`config.mk`:
```
export PLATFORM = sky130hd
export DESIGN_NAME = debug_status_port
export DESIGN_NICKNAME = d
export VERILOG_FILES = /design/src/core/dbg_serial_port.v /design/src/core/debug_status_port.v
export VERILOG_INCLUDE_DIRS = /design/src /design/src/common
export SDC_FILE = /design/constraint.sdc
export NUM_CORES = 1
export LEC_CHECK = 0
export BUFFER_PORTS_ARGS = -buffer_cell sky130_fd_sc_hd__buf_4
export CAP_MARGIN = 30
export CORE_ASPECT_RATIO = 1.2
export CORE_UTILIZATION = 43
export DETAILED_ROUTE_END_ITERATION = 10
export PLACE_DENSITY = 0.75
export SLEW_MARGIN = 20
export SYNTH_ARGS = -nofsm -noshare
export SYNTH_HDL_FRONTEND = slang
export SYNTH_HIERARCHICAL = 1
export SYNTH_SLANG_ARGS = --single-unit
```
`constraint.sdc`:
```
create_clock -name mclk -period 4.05 [get_ports mclk]
set_clock_uncertainty 0.1 [all_clocks]
set_input_delay 0.2025 -clock mclk [delete_from_list [all_inputs] [get_ports mclk]]
set_output_delay 0.2025 -clock mclk [all_outputs]
set_load 0.02 [all_outputs]
```
`src/common/debug_status_port_defines.vh`:
```
// constants for the debug status port block
`ifndef DEBUG_STATUS_PORT_DEFINES_VH
`define DEBUG_STATUS_PORT_DEFINES_VH

// test-port controller states
`define TAP_RESET      4'h0
`define TAP_IDLE       4'h1
`define TAP_SEL_DR     4'h2
`define TAP_CAP_DR     4'h3
`define TAP_SHIFT_DR   4'h4
`define TAP_EXIT1_DR   4'h5
`define TAP_PAUSE_DR   4'h6
`define TAP_EXIT2_DR   4'h7
`define TAP_UPD_DR     4'h8
`define TAP_SEL_IR     4'h9
`define TAP_CAP_IR     4'ha
`define TAP_SHIFT_IR   4'hb
`define TAP_EXIT1_IR   4'hc
`define TAP_PAUSE_IR   4'hd
`define TAP_EXIT2_IR   4'he
`define TAP_UPD_IR     4'hf

// instruction register
`define IR_WIDTH       4
`define IR_CAPTURE     4'h1
`define IR_BYPASS      4'hf
`define IR_RESET_VAL   4'hf

// status values
`define PST_HALTED     4'hf
`define PST_START_C    4'hc
`define PST_START_D    4'hd
`define PST_IDLE       4'h0

// debug serial packet length
`define DBG_PKT_BITS   17
`define DBG_CNT_W      5

`endif

```
`src/core/dbg_serial_port.v`:
```
// debug serial port: pin sync, clock qualifier and 17-bit shifter
`timescale 1ns/1ns
`default_nettype none
`include "debug_status_port_defines.vh"

module dbg_serial_port (
    // clock and reset
    input  wire                      mclk,
    input  wire                      reset_n,
    // pins
    input  wire                      dbg_serial_clock,
    input  wire                      dbg_serial_in,
    output reg                       dbg_serial_out,
    // user side
    input  wire [`DBG_PKT_BITS-1:0]  resp_data,
    output reg  [`DBG_PKT_BITS-1:0]  rx_data,
    output reg                       rx_valid
);

    reg [1:0] clk_sync_reg;
    reg [1:0] din_sync_reg;
    reg       clk_last_reg;
    reg       clk_valid_reg;
    reg [`DBG_PKT_BITS-1:0] shift_reg;
    reg [`DBG_PKT_BITS-1:0] tx_reg;
    reg [`DBG_CNT_W-1:0]    cnt_reg;
    wire      rise;

    // pin samples pass two flops first
    always @(posedge mclk or negedge reset_n) begin
        if (!reset_n) begin
            clk_sync_reg <= 2'h0;
            din_sync_reg <= 2'h0;
        end else begin
            clk_sync_reg <= {clk_sync_reg[0], dbg_serial_clock};
            din_sync_reg <= {din_sync_reg[0], dbg_serial_in};
        end
    end

    // level accepted only after two equal consecutive samples
    always @(posedge mclk or negedge reset_n) begin
        if (!reset_n) begin
            clk_last_reg  <= 1'b0;
            clk_valid_reg <= 1'b0;
        end else begin
            clk_last_reg <= clk_sync_reg[1];
            if (clk_sync_reg[1] == clk_last_reg)
                clk_valid_reg <= clk_last_reg;
        end
    end

    assign rise = (clk_sync_reg[1] == clk_last_reg) && clk_last_reg &&
                  !clk_valid_reg;

    always @(posedge mclk or negedge reset_n) begin
        if (!reset_n) begin
            shift_reg      <= {`DBG_PKT_BITS{1'b0}};
            tx_reg         <= {`DBG_PKT_BITS{1'b0}};
            cnt_reg        <= {`DBG_CNT_W{1'b0}};
            dbg_serial_out <= 1'b0;
            rx_data        <= {`DBG_PKT_BITS{1'b0}};
            rx_valid       <= 1'b0;
        end else begin
            rx_valid <= 1'b0;
            if (rise) begin
                // data is only taken once the clock is seen high
                shift_reg <= {shift_reg[`DBG_PKT_BITS-2:0],
                              din_sync_reg[1]};
                // out bit is registered, so it lags the validated edge
                if (cnt_reg == {`DBG_CNT_W{1'b0}}) begin
                    dbg_serial_out <= resp_data[`DBG_PKT_BITS-1];
                    tx_reg <= {resp_data[`DBG_PKT_BITS-2:0], 1'b0};
                end else begin
                    dbg_serial_out <= tx_reg[`DBG_PKT_BITS-1];
                    tx_reg <= {tx_reg[`DBG_PKT_BITS-2:0], 1'b0};
                end
                if (cnt_reg == `DBG_PKT_BITS - 1) begin
                    cnt_reg  <= {`DBG_CNT_W{1'b0}};
                    rx_data  <= {shift_reg[`DBG_PKT_BITS-2:0],
                                 din_sync_reg[1]};
                    rx_valid <= 1'b1;
                end else begin
                    cnt_reg <= cnt_reg + 1'b1;
                end
            end
            // no else: the out bit holds between validated edges
        end
    end

endmodule
`default_nettype wire

```
`src/core/debug_status_port.v`:
```
// debug access logic: test port, serial debug port, status outputs
`timescale 1ns/1ns
`default_nettype none
`include "debug_status_port_defines.vh"

// Behaviour
// - test-port select level at reset picks debug port or test port.
// - low test reset clears test-port logic asynchronously; here it is synchronised and cleared on mclk, three cycles late.
// - mode select sampled on test clock rise moves the controller.
// - test data input sampled on test clock rise.
// - test data output driven only in shift-IR and shift-DR.
// - test data output changes only on test clock fall.
// - debug clock level accepted after two equal bus-clock samples.
// - on validated debug clock rise, sample input and shift output.
// - serial input is synchronised and used once clock seen high.
// - serial output comes from a register, lagging validation.
// - breakpoint without disable halts after current instruction.
// - halted processor shows 0xf on status and status-data outputs.
// - with disable set, breakpoint raises debug interrupt instead.
// - status clock is delayed processor clock, centred in data; here it is mclk halved.
// - status-clock disable freezes clock and outputs, keeps triggers.
// - status clock idle until first 0xc, 0xd or 0xf status.
// - all-ones output is the AND of the four status bits.
// - debug data outputs show captured data and breakpoint status.
// - status outputs follow core status on the processor clock.

module debug_status_port (
    // clock and reset
    input  wire        mclk,
    input  wire        reset_n,
    // mode strap
    input  wire        test_port_select,
    output reg         test_port_mode,
    // test port pins
    input  wire        test_reset_n,
    input  wire        test_clock,
    input  wire        test_mode_sel,
    input  wire        test_data_in,
    output reg         test_data_out,
    output reg         test_data_oe,
    // debug serial pins
    input  wire        dbg_serial_clock,
    input  wire        dbg_serial_in,
    output wire        dbg_serial_out,
    // debug serial user side
    input  wire [16:0] dbg_resp_data,
    output wire [16:0] dbg_rx_data,
    output wire        dbg_rx_valid,
    // breakpoint and core handshake
    input  wire        breakpoint_request,
    input  wire        breakpoint_disable,
    input  wire        instr_done,
    input  wire        resume,
    output reg         halt_request,
    output reg         processor_halted,
    output reg         debug_interrupt,
    output reg         trigger_hit,
    // core status input
    input  wire [3:0]  core_status,
    input  wire [3:0]  core_data,
    input  wire        status_clock_disable,
    // status outputs
    output reg  [3:0]  proc_status_out,
    output reg  [3:0]  debug_data_out,
    output reg  [7:0]  status_debug_data,
    output wire        status_all_ones,
    output reg         status_clock
);

    // synchronisers for the test-port pins and the breakpoint request
    reg [1:0] trst_sync_reg;
    reg [1:0] tck_sync_reg;
    reg [1:0] tms_sync_reg;
    reg [1:0] tdi_sync_reg;
    reg [1:0] breakpoint_request_sync_reg;
    reg       tck_last_reg;
    reg       strap_seen_reg;
    wire      tck_rise;
    wire      tck_fall;
    wire      trst_n;

    always @(posedge mclk or negedge reset_n) begin
        if (!reset_n) begin
            trst_sync_reg <= 2'h0;
            tck_sync_reg  <= 2'h0;
            tms_sync_reg  <= 2'h3;
            tdi_sync_reg  <= 2'h3;
            breakpoint_request_sync_reg <= 2'h0;
            tck_last_reg  <= 1'b0;
        end else begin
            trst_sync_reg <= {trst_sync_reg[0], test_reset_n};
            tck_sync_reg  <= {tck_sync_reg[0], test_clock};
            tms_sync_reg  <= {tms_sync_reg[0], test_mode_sel};
            tdi_sync_reg  <= {tdi_sync_reg[0], test_data_in};
            breakpoint_request_sync_reg <= {breakpoint_request_sync_reg[0], breakpoint_request};
            tck_last_reg  <= tck_sync_reg[1];
        end
    end

    assign tck_rise = tck_sync_reg[1] && !tck_last_reg;
    assign tck_fall = !tck_sync_reg[1] && tck_last_reg;
    assign trst_n   = trst_sync_reg[1];

    // strap caught once on the first clock after reset release
    always @(posedge mclk or negedge reset_n) begin
        if (!reset_n) begin
            strap_seen_reg <= 1'b0;
            test_port_mode <= 1'b0;
        end else if (!strap_seen_reg) begin
            strap_seen_reg <= 1'b1;
            test_port_mode <= test_port_select;
        end
    end

    // test-port controller
    reg [3:0]           tap_reg;
    reg [3:0]           tap_next;
    reg [`IR_WIDTH-1:0] ir_shift_reg;
    reg [`IR_WIDTH-1:0] ir_reg;
    reg [3:0]           dr_shift_reg;
    reg                 bypass_reg;
    wire                tms;
    wire                shifting;

    assign tms = tms_sync_reg[1];

    always @* begin
        case (tap_reg)
            `TAP_RESET:    tap_next = tms ? `TAP_RESET   : `TAP_IDLE;
            `TAP_IDLE:     tap_next = tms ? `TAP_SEL_DR  : `TAP_IDLE;
            `TAP_SEL_DR:   tap_next = tms ? `TAP_SEL_IR  : `TAP_CAP_DR;
            `TAP_CAP_DR:   tap_next = tms ? `TAP_EXIT1_DR : `TAP_SHIFT_DR;
            `TAP_SHIFT_DR: tap_next = tms ? `TAP_EXIT1_DR : `TAP_SHIFT_DR;
            `TAP_EXIT1_DR: tap_next = tms ? `TAP_UPD_DR  : `TAP_PAUSE_DR;
            `TAP_PAUSE_DR: tap_next = tms ? `TAP_EXIT2_DR : `TAP_PAUSE_DR;
            `TAP_EXIT2_DR: tap_next = tms ? `TAP_UPD_DR  : `TAP_SHIFT_DR;
            `TAP_UPD_DR:   tap_next = tms ? `TAP_SEL_DR  : `TAP_IDLE;
            `TAP_SEL_IR:   tap_next = tms ? `TAP_RESET   : `TAP_CAP_IR;
            `TAP_CAP_IR:   tap_next = tms ? `TAP_EXIT1_IR : `TAP_SHIFT_IR;
            `TAP_SHIFT_IR: tap_next = tms ? `TAP_EXIT1_IR : `TAP_SHIFT_IR;
            `TAP_EXIT1_IR: tap_next = tms ? `TAP_UPD_IR  : `TAP_PAUSE_IR;
            `TAP_PAUSE_IR: tap_next = tms ? `TAP_EXIT2_IR : `TAP_PAUSE_IR;
            `TAP_EXIT2_IR: tap_next = tms ? `TAP_UPD_IR  : `TAP_SHIFT_IR;
            `TAP_UPD_IR:   tap_next = tms ? `TAP_SEL_DR  : `TAP_IDLE;
            default:       tap_next = `TAP_RESET;
        endcase
    end

    assign shifting = (tap_reg == `TAP_SHIFT_IR) ||
                      (tap_reg == `TAP_SHIFT_DR);

    // test reset pin clears the port on its own, no test clock needed;
    // the pin is sampled on mclk, so the clear lags the pin by three cycles
    always @(posedge mclk or negedge reset_n) begin
        if (!reset_n) begin
            tap_reg      <= `TAP_RESET;
            ir_shift_reg <= {`IR_WIDTH{1'b0}};
            ir_reg       <= `IR_RESET_VAL;
            dr_shift_reg <= 4'h0;
            bypass_reg   <= 1'b0;
        end else if (!trst_n || !test_port_mode) begin
            tap_reg      <= `TAP_RESET;
            ir_reg       <= `IR_RESET_VAL;
            bypass_reg   <= 1'b0;
        end else if (tck_rise) begin
            tap_reg <= tap_next;
            case (tap_reg)
                `TAP_CAP_IR: ir_shift_reg <= `IR_CAPTURE;
                `TAP_SHIFT_IR: ir_shift_reg <=
                    {tdi_sync_reg[1], ir_shift_reg[`IR_WIDTH-1:1]};
                `TAP_UPD_IR: ir_reg <= ir_shift_reg;
                `TAP_CAP_DR: begin
                    bypass_reg   <= 1'b0;
                    dr_shift_reg <= core_status;
                end
                `TAP_SHIFT_DR: begin
                    bypass_reg   <= tdi_sync_reg[1];
                    dr_shift_reg <= {tdi_sync_reg[1], dr_shift_reg[3:1]};
                end
                default: ir_shift_reg <= ir_shift_reg;
            endcase
        end
    end

    // output bit moves only on the test clock fall; its enable also clears on test reset or outside test-port mode
    always @(posedge mclk or negedge reset_n) begin
        if (!reset_n) begin
            test_data_out <= 1'b0;
            test_data_oe  <= 1'b0;
        end else if (!trst_n || !test_port_mode) begin
            test_data_oe  <= 1'b0;
        end else if (tck_fall) begin
            test_data_oe <= shifting;
            if (tap_reg == `TAP_SHIFT_IR)
                test_data_out <= ir_shift_reg[0];
            else if (ir_reg == `IR_BYPASS)
                test_data_out <= bypass_reg;
            else
                test_data_out <= dr_shift_reg[0];
        end
    end

    // debug serial port, idle while the pins serve the test port;
    // the debugger keeps its clock at or under a fifth of status clock
    wire dbg_serial_clock_gated;
    assign dbg_serial_clock_gated = dbg_serial_clock & ~test_port_mode;

    dbg_serial_port u_serial (
        .mclk             (mclk),
        .reset_n          (reset_n),
        .dbg_serial_clock (dbg_serial_clock_gated),
        .dbg_serial_in    (dbg_serial_in),
        .dbg_serial_out   (dbg_serial_out),
        .resp_data        (dbg_resp_data),
        .rx_data          (dbg_rx_data),
        .rx_valid         (dbg_rx_valid)
    );

    // breakpoint handling
    reg breakpoint_request_last_reg;
    reg halt_pend_reg;
    wire breakpoint_request_rise;
    assign breakpoint_request_rise = breakpoint_request_sync_reg[1] && !breakpoint_request_last_reg;

    always @(posedge mclk or negedge reset_n) begin
        if (!reset_n) begin
            breakpoint_request_last_reg    <= 1'b0;
            halt_pend_reg    <= 1'b0;
            halt_request     <= 1'b0;
            processor_halted <= 1'b0;
            debug_interrupt  <= 1'b0;
            trigger_hit      <= 1'b0;
        end else begin
            breakpoint_request_last_reg   <= breakpoint_request_sync_reg[1];
            debug_interrupt <= breakpoint_request_rise && breakpoint_disable;
            // triggers stay live even while the status clock is off
            trigger_hit     <= breakpoint_request_rise;
            halt_request <= halt_pend_reg && !processor_halted;
            if (halt_pend_reg && instr_done) begin
                processor_halted <= 1'b1;
                halt_pend_reg    <= 1'b0;
            end else if (resume) begin
                processor_halted <= 1'b0;
            end
            if (breakpoint_request_rise && !breakpoint_disable)
                halt_pend_reg <= 1'b1;
        end
    end

    // status path: half-rate status clock rises mid data interval
    reg       div_reg;
    reg       started_reg;
    reg [3:0] status_now;
    wire      status_en;

    always @* begin
        status_now = processor_halted ? `PST_HALTED : core_status;
    end

    assign status_en = div_reg;
    assign status_all_ones = &proc_status_out;

    always @(posedge mclk or negedge reset_n) begin
        if (!reset_n) begin
            div_reg           <= 1'b0;
            started_reg       <= 1'b0;
            status_clock      <= 1'b0;
            proc_status_out   <= `PST_IDLE;
            debug_data_out    <= 4'h0;
            status_debug_data <= 8'h00;
        end else begin
            div_reg <= ~div_reg;
            if (status_now == `PST_START_C || status_now == `PST_START_D ||
                status_now == `PST_HALTED)
                started_reg <= 1'b1;
            // frozen outputs cost the debugger a resync afterwards
            if (!status_clock_disable) begin
                if (status_en) begin
                    proc_status_out <= status_now;
                    debug_data_out  <= processor_halted ? `PST_HALTED :
                                       (trigger_hit ? 4'h1 :
                                        core_data);
                    status_debug_data <= processor_halted ? 8'hff :
                                         {status_now, core_data};
                    status_clock <= 1'b0;
                end else begin
                    status_clock <= started_reg;
                end
            end
        end
    end

endmodule
`default_nettype wire

```
# [Yosys cells after proc, flatten, opt, wreduce, memory -nomap -nowiden]
# Index checks and enable logic that the tools add are counted.
[op_classes] add_sub_neg=1 eq_ne=21 mux=41 bitwise=5 n_reduce_logical=42
[ops] cell="equality test 4 bit, second input constant" count=12
[ops] cell="2-to-1 mux 4 bit" count=12
[ops] cell="one-hot mux 4 bit (12 select lines)" count=1
[ops] cell="2-to-1 mux 1 bit" count=17
[ops] cell="2-to-1 mux 17 bit" count=1
[ops] cell="equality test 4 x 3 -> 1 bit, second input constant" count=4
[ops] cell="one-hot mux 4 bit (2 select lines)" count=2
[ops] cell="nonzero test 2 bit" count=7
[ops] cell="AND reduction 2 bit" count=5
[ops] cell="logical AND 1 bit" count=9
[ops] cell="equality test 4 x 2 -> 1 bit, second input constant" count=2
[ops] cell="logical NOT 1 bit" count=8
[ops] cell="2-to-1 mux 8 bit" count=1
[ops] cell="2-to-1 mux 2 bit" count=3
[ops] cell="2-to-1 mux 3 bit" count=2
[ops] cell="AND reduction 3 bit" count=2
[ops] cell="adder 5 x 1 -> 5 bit, second input constant" count=1
[ops] cell="equality test 5 bit, second input constant" count=1
[ops] cell="logical NOT 5 bit" count=1
[ops] cell="2-to-1 mux 5 bit" count=1
[ops] cell="equality test 4 x 1 -> 1 bit, second input constant" count=1
[ops] cell="logical NOT 4 bit" count=1
[ops] cell="logical OR 1 bit" count=4
[ops] cell="inverter 1 bit" count=4
[ops] cell="other kinds (7)" count=8
[word_totals] ff_bits=120 out_inout_bits=44

# [Depth between registers and ports, before layout]
[logic_depth] depth_word=5 depth_mapped=7

# [Hierarchy]
# Netlist, hierarchy kept.
[modules_own_cells] module="dbg_serial_port" instances=1 cells_each=216 area_each_um2=2529.9 seq_area_each_um2=1551.5
[modules_own_cells] module="debug_status_port" instances=1 cells_each=214 area_each_um2=2371.0 seq_area_each_um2=1436.4

# [Least setup slack after synthesis]
# Ideal clock, no wire load.
[synth_timing] path_kind="register -> register" from="register u_serial.cnt_reg[0]" to="register u_serial.rx_data[10]" setup_ns=0.125 t_arrival_ns=1.639 t_required_ns=3.825 path_slack_ns=2.186 path_stages_with_launch=8 period_less_slack_ns=1.864 path_cell_list="dfrtp_1 > inv_1 > ha_1 > nand4bb_1 > or3b_1 > buf_6 > buf_12 > mux2_4"
[synth_via] elab_chain_cells=2
[synth_rtl] item="start, declared" line="dbg_serial_port.v:26" source="reg [`DBG_CNT_W-1:0] cnt_reg;"
[synth_rtl] item="start signal, assigned" line="dbg_serial_port.v:59" source="cnt_reg <= {`DBG_CNT_W{1'b0}};"
[synth_rtl] item="start signal, assigned" line="dbg_serial_port.v:78" source="cnt_reg <= {`DBG_CNT_W{1'b0}};"
[synth_rtl] item="start signal, assigned" line="dbg_serial_port.v:83" source="cnt_reg <= cnt_reg + 1'b1;"
[synth_rtl] item="equality test 5 bit" line="dbg_serial_port.v:77" source="if (cnt_reg == `DBG_PKT_BITS - 1) begin"
[synth_rtl] item="AND reduction 2 bit (no source line)"
[synth_rtl] item="end signal, assigned" line="dbg_serial_port.v:61" source="rx_data <= {`DBG_PKT_BITS{1'b0}};"
[synth_rtl] item="end signal, assigned" line="dbg_serial_port.v:79" source="rx_data <= {shift_reg[`DBG_PKT_BITS-2:0],"
[synth_rtl] item="end, declared" line="dbg_serial_port.v:16" source="output reg [`DBG_PKT_BITS-1:0] rx_data,"
# No other way between the ends.
# A chain may end at the register's enable or synchronous reset.

# [Final worst setup path]
[layout_timing] from="register u_serial.cnt_reg[0]" to="register u_serial.rx_data[16]"
# Same word-level chain as after synthesis.

==> flow_summary.json <==
{
  "status": "completed",
  "grt_pass1_vias": 3524,
  "synth.avg_cell_area_um2": 11.40,
  "final_area_um2": 6461,
  "grt_pass1_wl_mm": 16.06,
  "async_flop_share_pct": 100.0,
  "syn-num-nets": 472,
  "place_area_um2": 5612,
  "dp_hpwl_mm": 6.264,
  "power_density_nw_per_um2": 525.6,
  "io_pins": 83,
  "period_share_pct": 58.17,
  "clock.fmax_ghz": 0.4245,
  "slew_headroom_pct": 41.06,
  "ys_seq_area_share_pct": 60.97,
  "grt_max_degree": 52,
  "cts_inserted_buffers": 17,
  "grt-ovfl-total": 0,
  "clock_sinks": 119,
  "nets": 582,
  "clkLatencyLatePin_ns": 0.41,
  "grtUsageTotal_pct": 17.28,
  "layout-drive-gt1-share_pct": 27.12,
  "hold_path_startpoint": "dbg_resp_data[11]",
  "yosysWarnings": 6,
  "wl_per_cell_um": 13.59,
  "netlist_area_um2": 4901,
  "multi_input_area_um2": 1740,
  "synth-edff-count": 0,
  "seqCellArea_um2": 2988,
  "drt-total-wl_mm": 9.608,
  "startpoint": "u_serial/cnt_reg[0]$_DFFE_PN0P_",
  "wl_met3_um": 434,
  "core_area_um2": 11090,
  "max-cap-violations": 0,
  "top_layer_used": "met4",
  "gp_congestion": 0.7691,
  "diodes": 0,
  "largest_reg_flops": 17,
  "drcViolationCount": 0,
  "synth-compound-area-share_pct": 9.676,
  "cp.required_ns": 4.24,
  "slew_violations": 0,
  "port_buffers": 82,
  "fillers": 891,
  "routed_via_density": 4.866,
  "critPathKind": "register to register",
  "die_w_um": 99.46,
  "dieHeight_um": 119.0,
  "htreeDepth": 4,
  "dr.pass1.iters": 4,
  "setup_viol": 0,
  "tightest_slew_ns": 0.8840,
  "setup_slack_ns": 1.694,
  "syn_inst": 430,
  "cp_max_fo": 17,
  "synthDistinctLibCells": 50,
  "wl_met1_mm": 4.303,
  "cts.path.max_buffers": 2,
  "dpl_worst_slack_ns": 1.663,
  "path_clk_slew_ns": 0.05,
  "antenna_left": 0,
  "synth_top_family_by_area": "simple AND/OR/NAND/NOR gates",
  "yosys.area_share.adder_pct": 0.7659,
  "drtIter0Drc": 155,
  "synth-seq-cells": 119,
  "finalHoldViolCount": 0,
  "worstHoldPathType": "input pin to register",
  "area_growth_pct": 31.84,
  "cts_root_buf": "clkbuf_16",
  "met2WireLength_mm": 4.701,
  "synth_mux_area_share_pct": 10.26,
  "r2r-start": "u_serial/cnt_reg[0]$_DFFE_PN0P_",
  "final_common_cell": "dfrtp_1",
  "p_leak_nw": 3.134,
  "synthSimpleGateAreaFrac_pct": 13.89,
  "ys.flop_type": "dfrtp_1",
  "critPathLaunchType": "register",
  "antenna_found_initial": 0,
  "setup_tns_ns": 0,
  "vias": 3440,
  "placement_rows": 42,
  "fin_crit_ns": 2.356,
  "most-common-layout-cells": "dfrtp_1, nand2_1, buf_4, o21ai_0, dlygate4sd3_1",
  "worst_ep_arrival_time_ns": 2.55,
  "ir_drop_mv": 0.2992,
  "initial_utilization_pct": 44.20,
  "dieArea_um2": 11830,
  "critPathCaptureType": "register",
  "cts_tree": "yes",
  "rsz0062_at_grt": "no",
  "synth_xor_area_share_pct": 0.7148
}
layer usage:
layer | vias up | GRT usage, %
met4 | 0 | 6.526
li1 | 1689 | -
met1 | 1641 | 21.18
met2 | 95 | 28.73
met3 | 15 | 5.047
met5 | - | 0
cells in the mapped netlist (4+ instances only):
| cell | instances | area [um2] |
|---|---|---|
| a21oi_1 | 10 | 50.05 |
| a31oi_1 | 5 | 31.28 |
| buf_2 | 4 | 20.02 |
| clkbuf_1 | 12 | 45.04 |
| dfrtp_1 | 111 | 2778 |
| dfstp_2 | 8 | 210.2 |
| inv_1 | 10 | 37.54 |
| mux2_2 | 10 | 112.6 |
| mux2_4 | 10 | 150.1 |
| mux2i_1 | 24 | 240.2 |
| nand2_1 | 100 | 375.4 |
| nand4_1 | 4 | 25.02 |
| nor2_1 | 11 | 41.29 |
| nor2b_1 | 10 | 62.56 |
| o21ai_0 | 38 | 190.2 |
| o22a_1 | 8 | 70.07 |
critical path, cell delays in order, from the launching register on:
cell       delay [ns]
dfrtp_1          0.41
inv_1            0.08
ha_1             0.18
nand4bb_1        0.12
or3b_1           0.74
inv_1            0.26
mux2_2           0.35
cell families after synthesis:
logic type               count (synthesis)
AND/OR/NAND/NOR                        149
flip-flops                             119
AO/OA/AOI/OAI                           77
multiplexers                            44
buffers and inverters                   33
XOR/XNOR                                 4
adder cells (fa/ha/maj)                  3
other                                    1
where the power goes:
group	leakage, nW	internal (W)	switching [W]
clock	0.277	0.000908	0.000543
sequential	1.50	0.00134	0.0000982
combinational	1.36	0.000246	0.000264
through the flow:
stage	total power, W	hold WS (ns)	cells	util, %
2_1_floorplan	0.001765	-0.1931	430	-
3_3_place_gp	0.001918	0.03097	648	50.61
3_5_place_dp	0.001948	0.03280	648	50.61
5_1_grt	0.003549	0.001832	707	58.27
4_1_cts	0.003434	0.0003155	707	58.27
6_report	0.003396	0.005263	707	58.27
final timing paths:
path | slack (ns) | to | cells after the start
max | 1.69 | u_serial/rx_data[16]$_DFFE_PN0P_ | 6
min | 0.005 | u_serial/tx_reg[12]$_DFFE_PN0P_ | 3
max reg2reg | 1.69 | u_serial/rx_data[16]$_DFFE_PN0P_ | 6
min reg2reg | 0.24 | u_serial/din_sync_reg[1]$_DFF_PN0_ | 0
max in group asynchronous | 2.76 | status_debug_data[2]$_DFFE_PN0P_ | 3
min in group asynchronous | 0.15 | u_serial/tx_reg[6]$_DFFE_PN0P_ | 2
timing repair:
| action | 4_1_cts | 5_1_grt |
|---|---|---|
| resized for setup | 0 | 0 |
| buffers inserted | 0 | 0 |
| hold endpoints to repair | 57 | 0 |
| setup endpoints to repair | 0 | 0 |
| hold buffers | 27 | 0 |
final cells by class:
| cell class | count | share of cell area, % |
|---|---|---|
| inverter | 10 | 0.5809 |
| clock inverter | 14 | 2.324 |
| timing repair buffer | 114 | 14.29 |
| sequential | 119 | 46.24 |
| clock buffer | 18 | 6.642 |
| multi-input combinational | 278 | 26.94 |
| tap | 154 | 2.982 |
No activity file was read; power rests on OpenSTA's default activity.
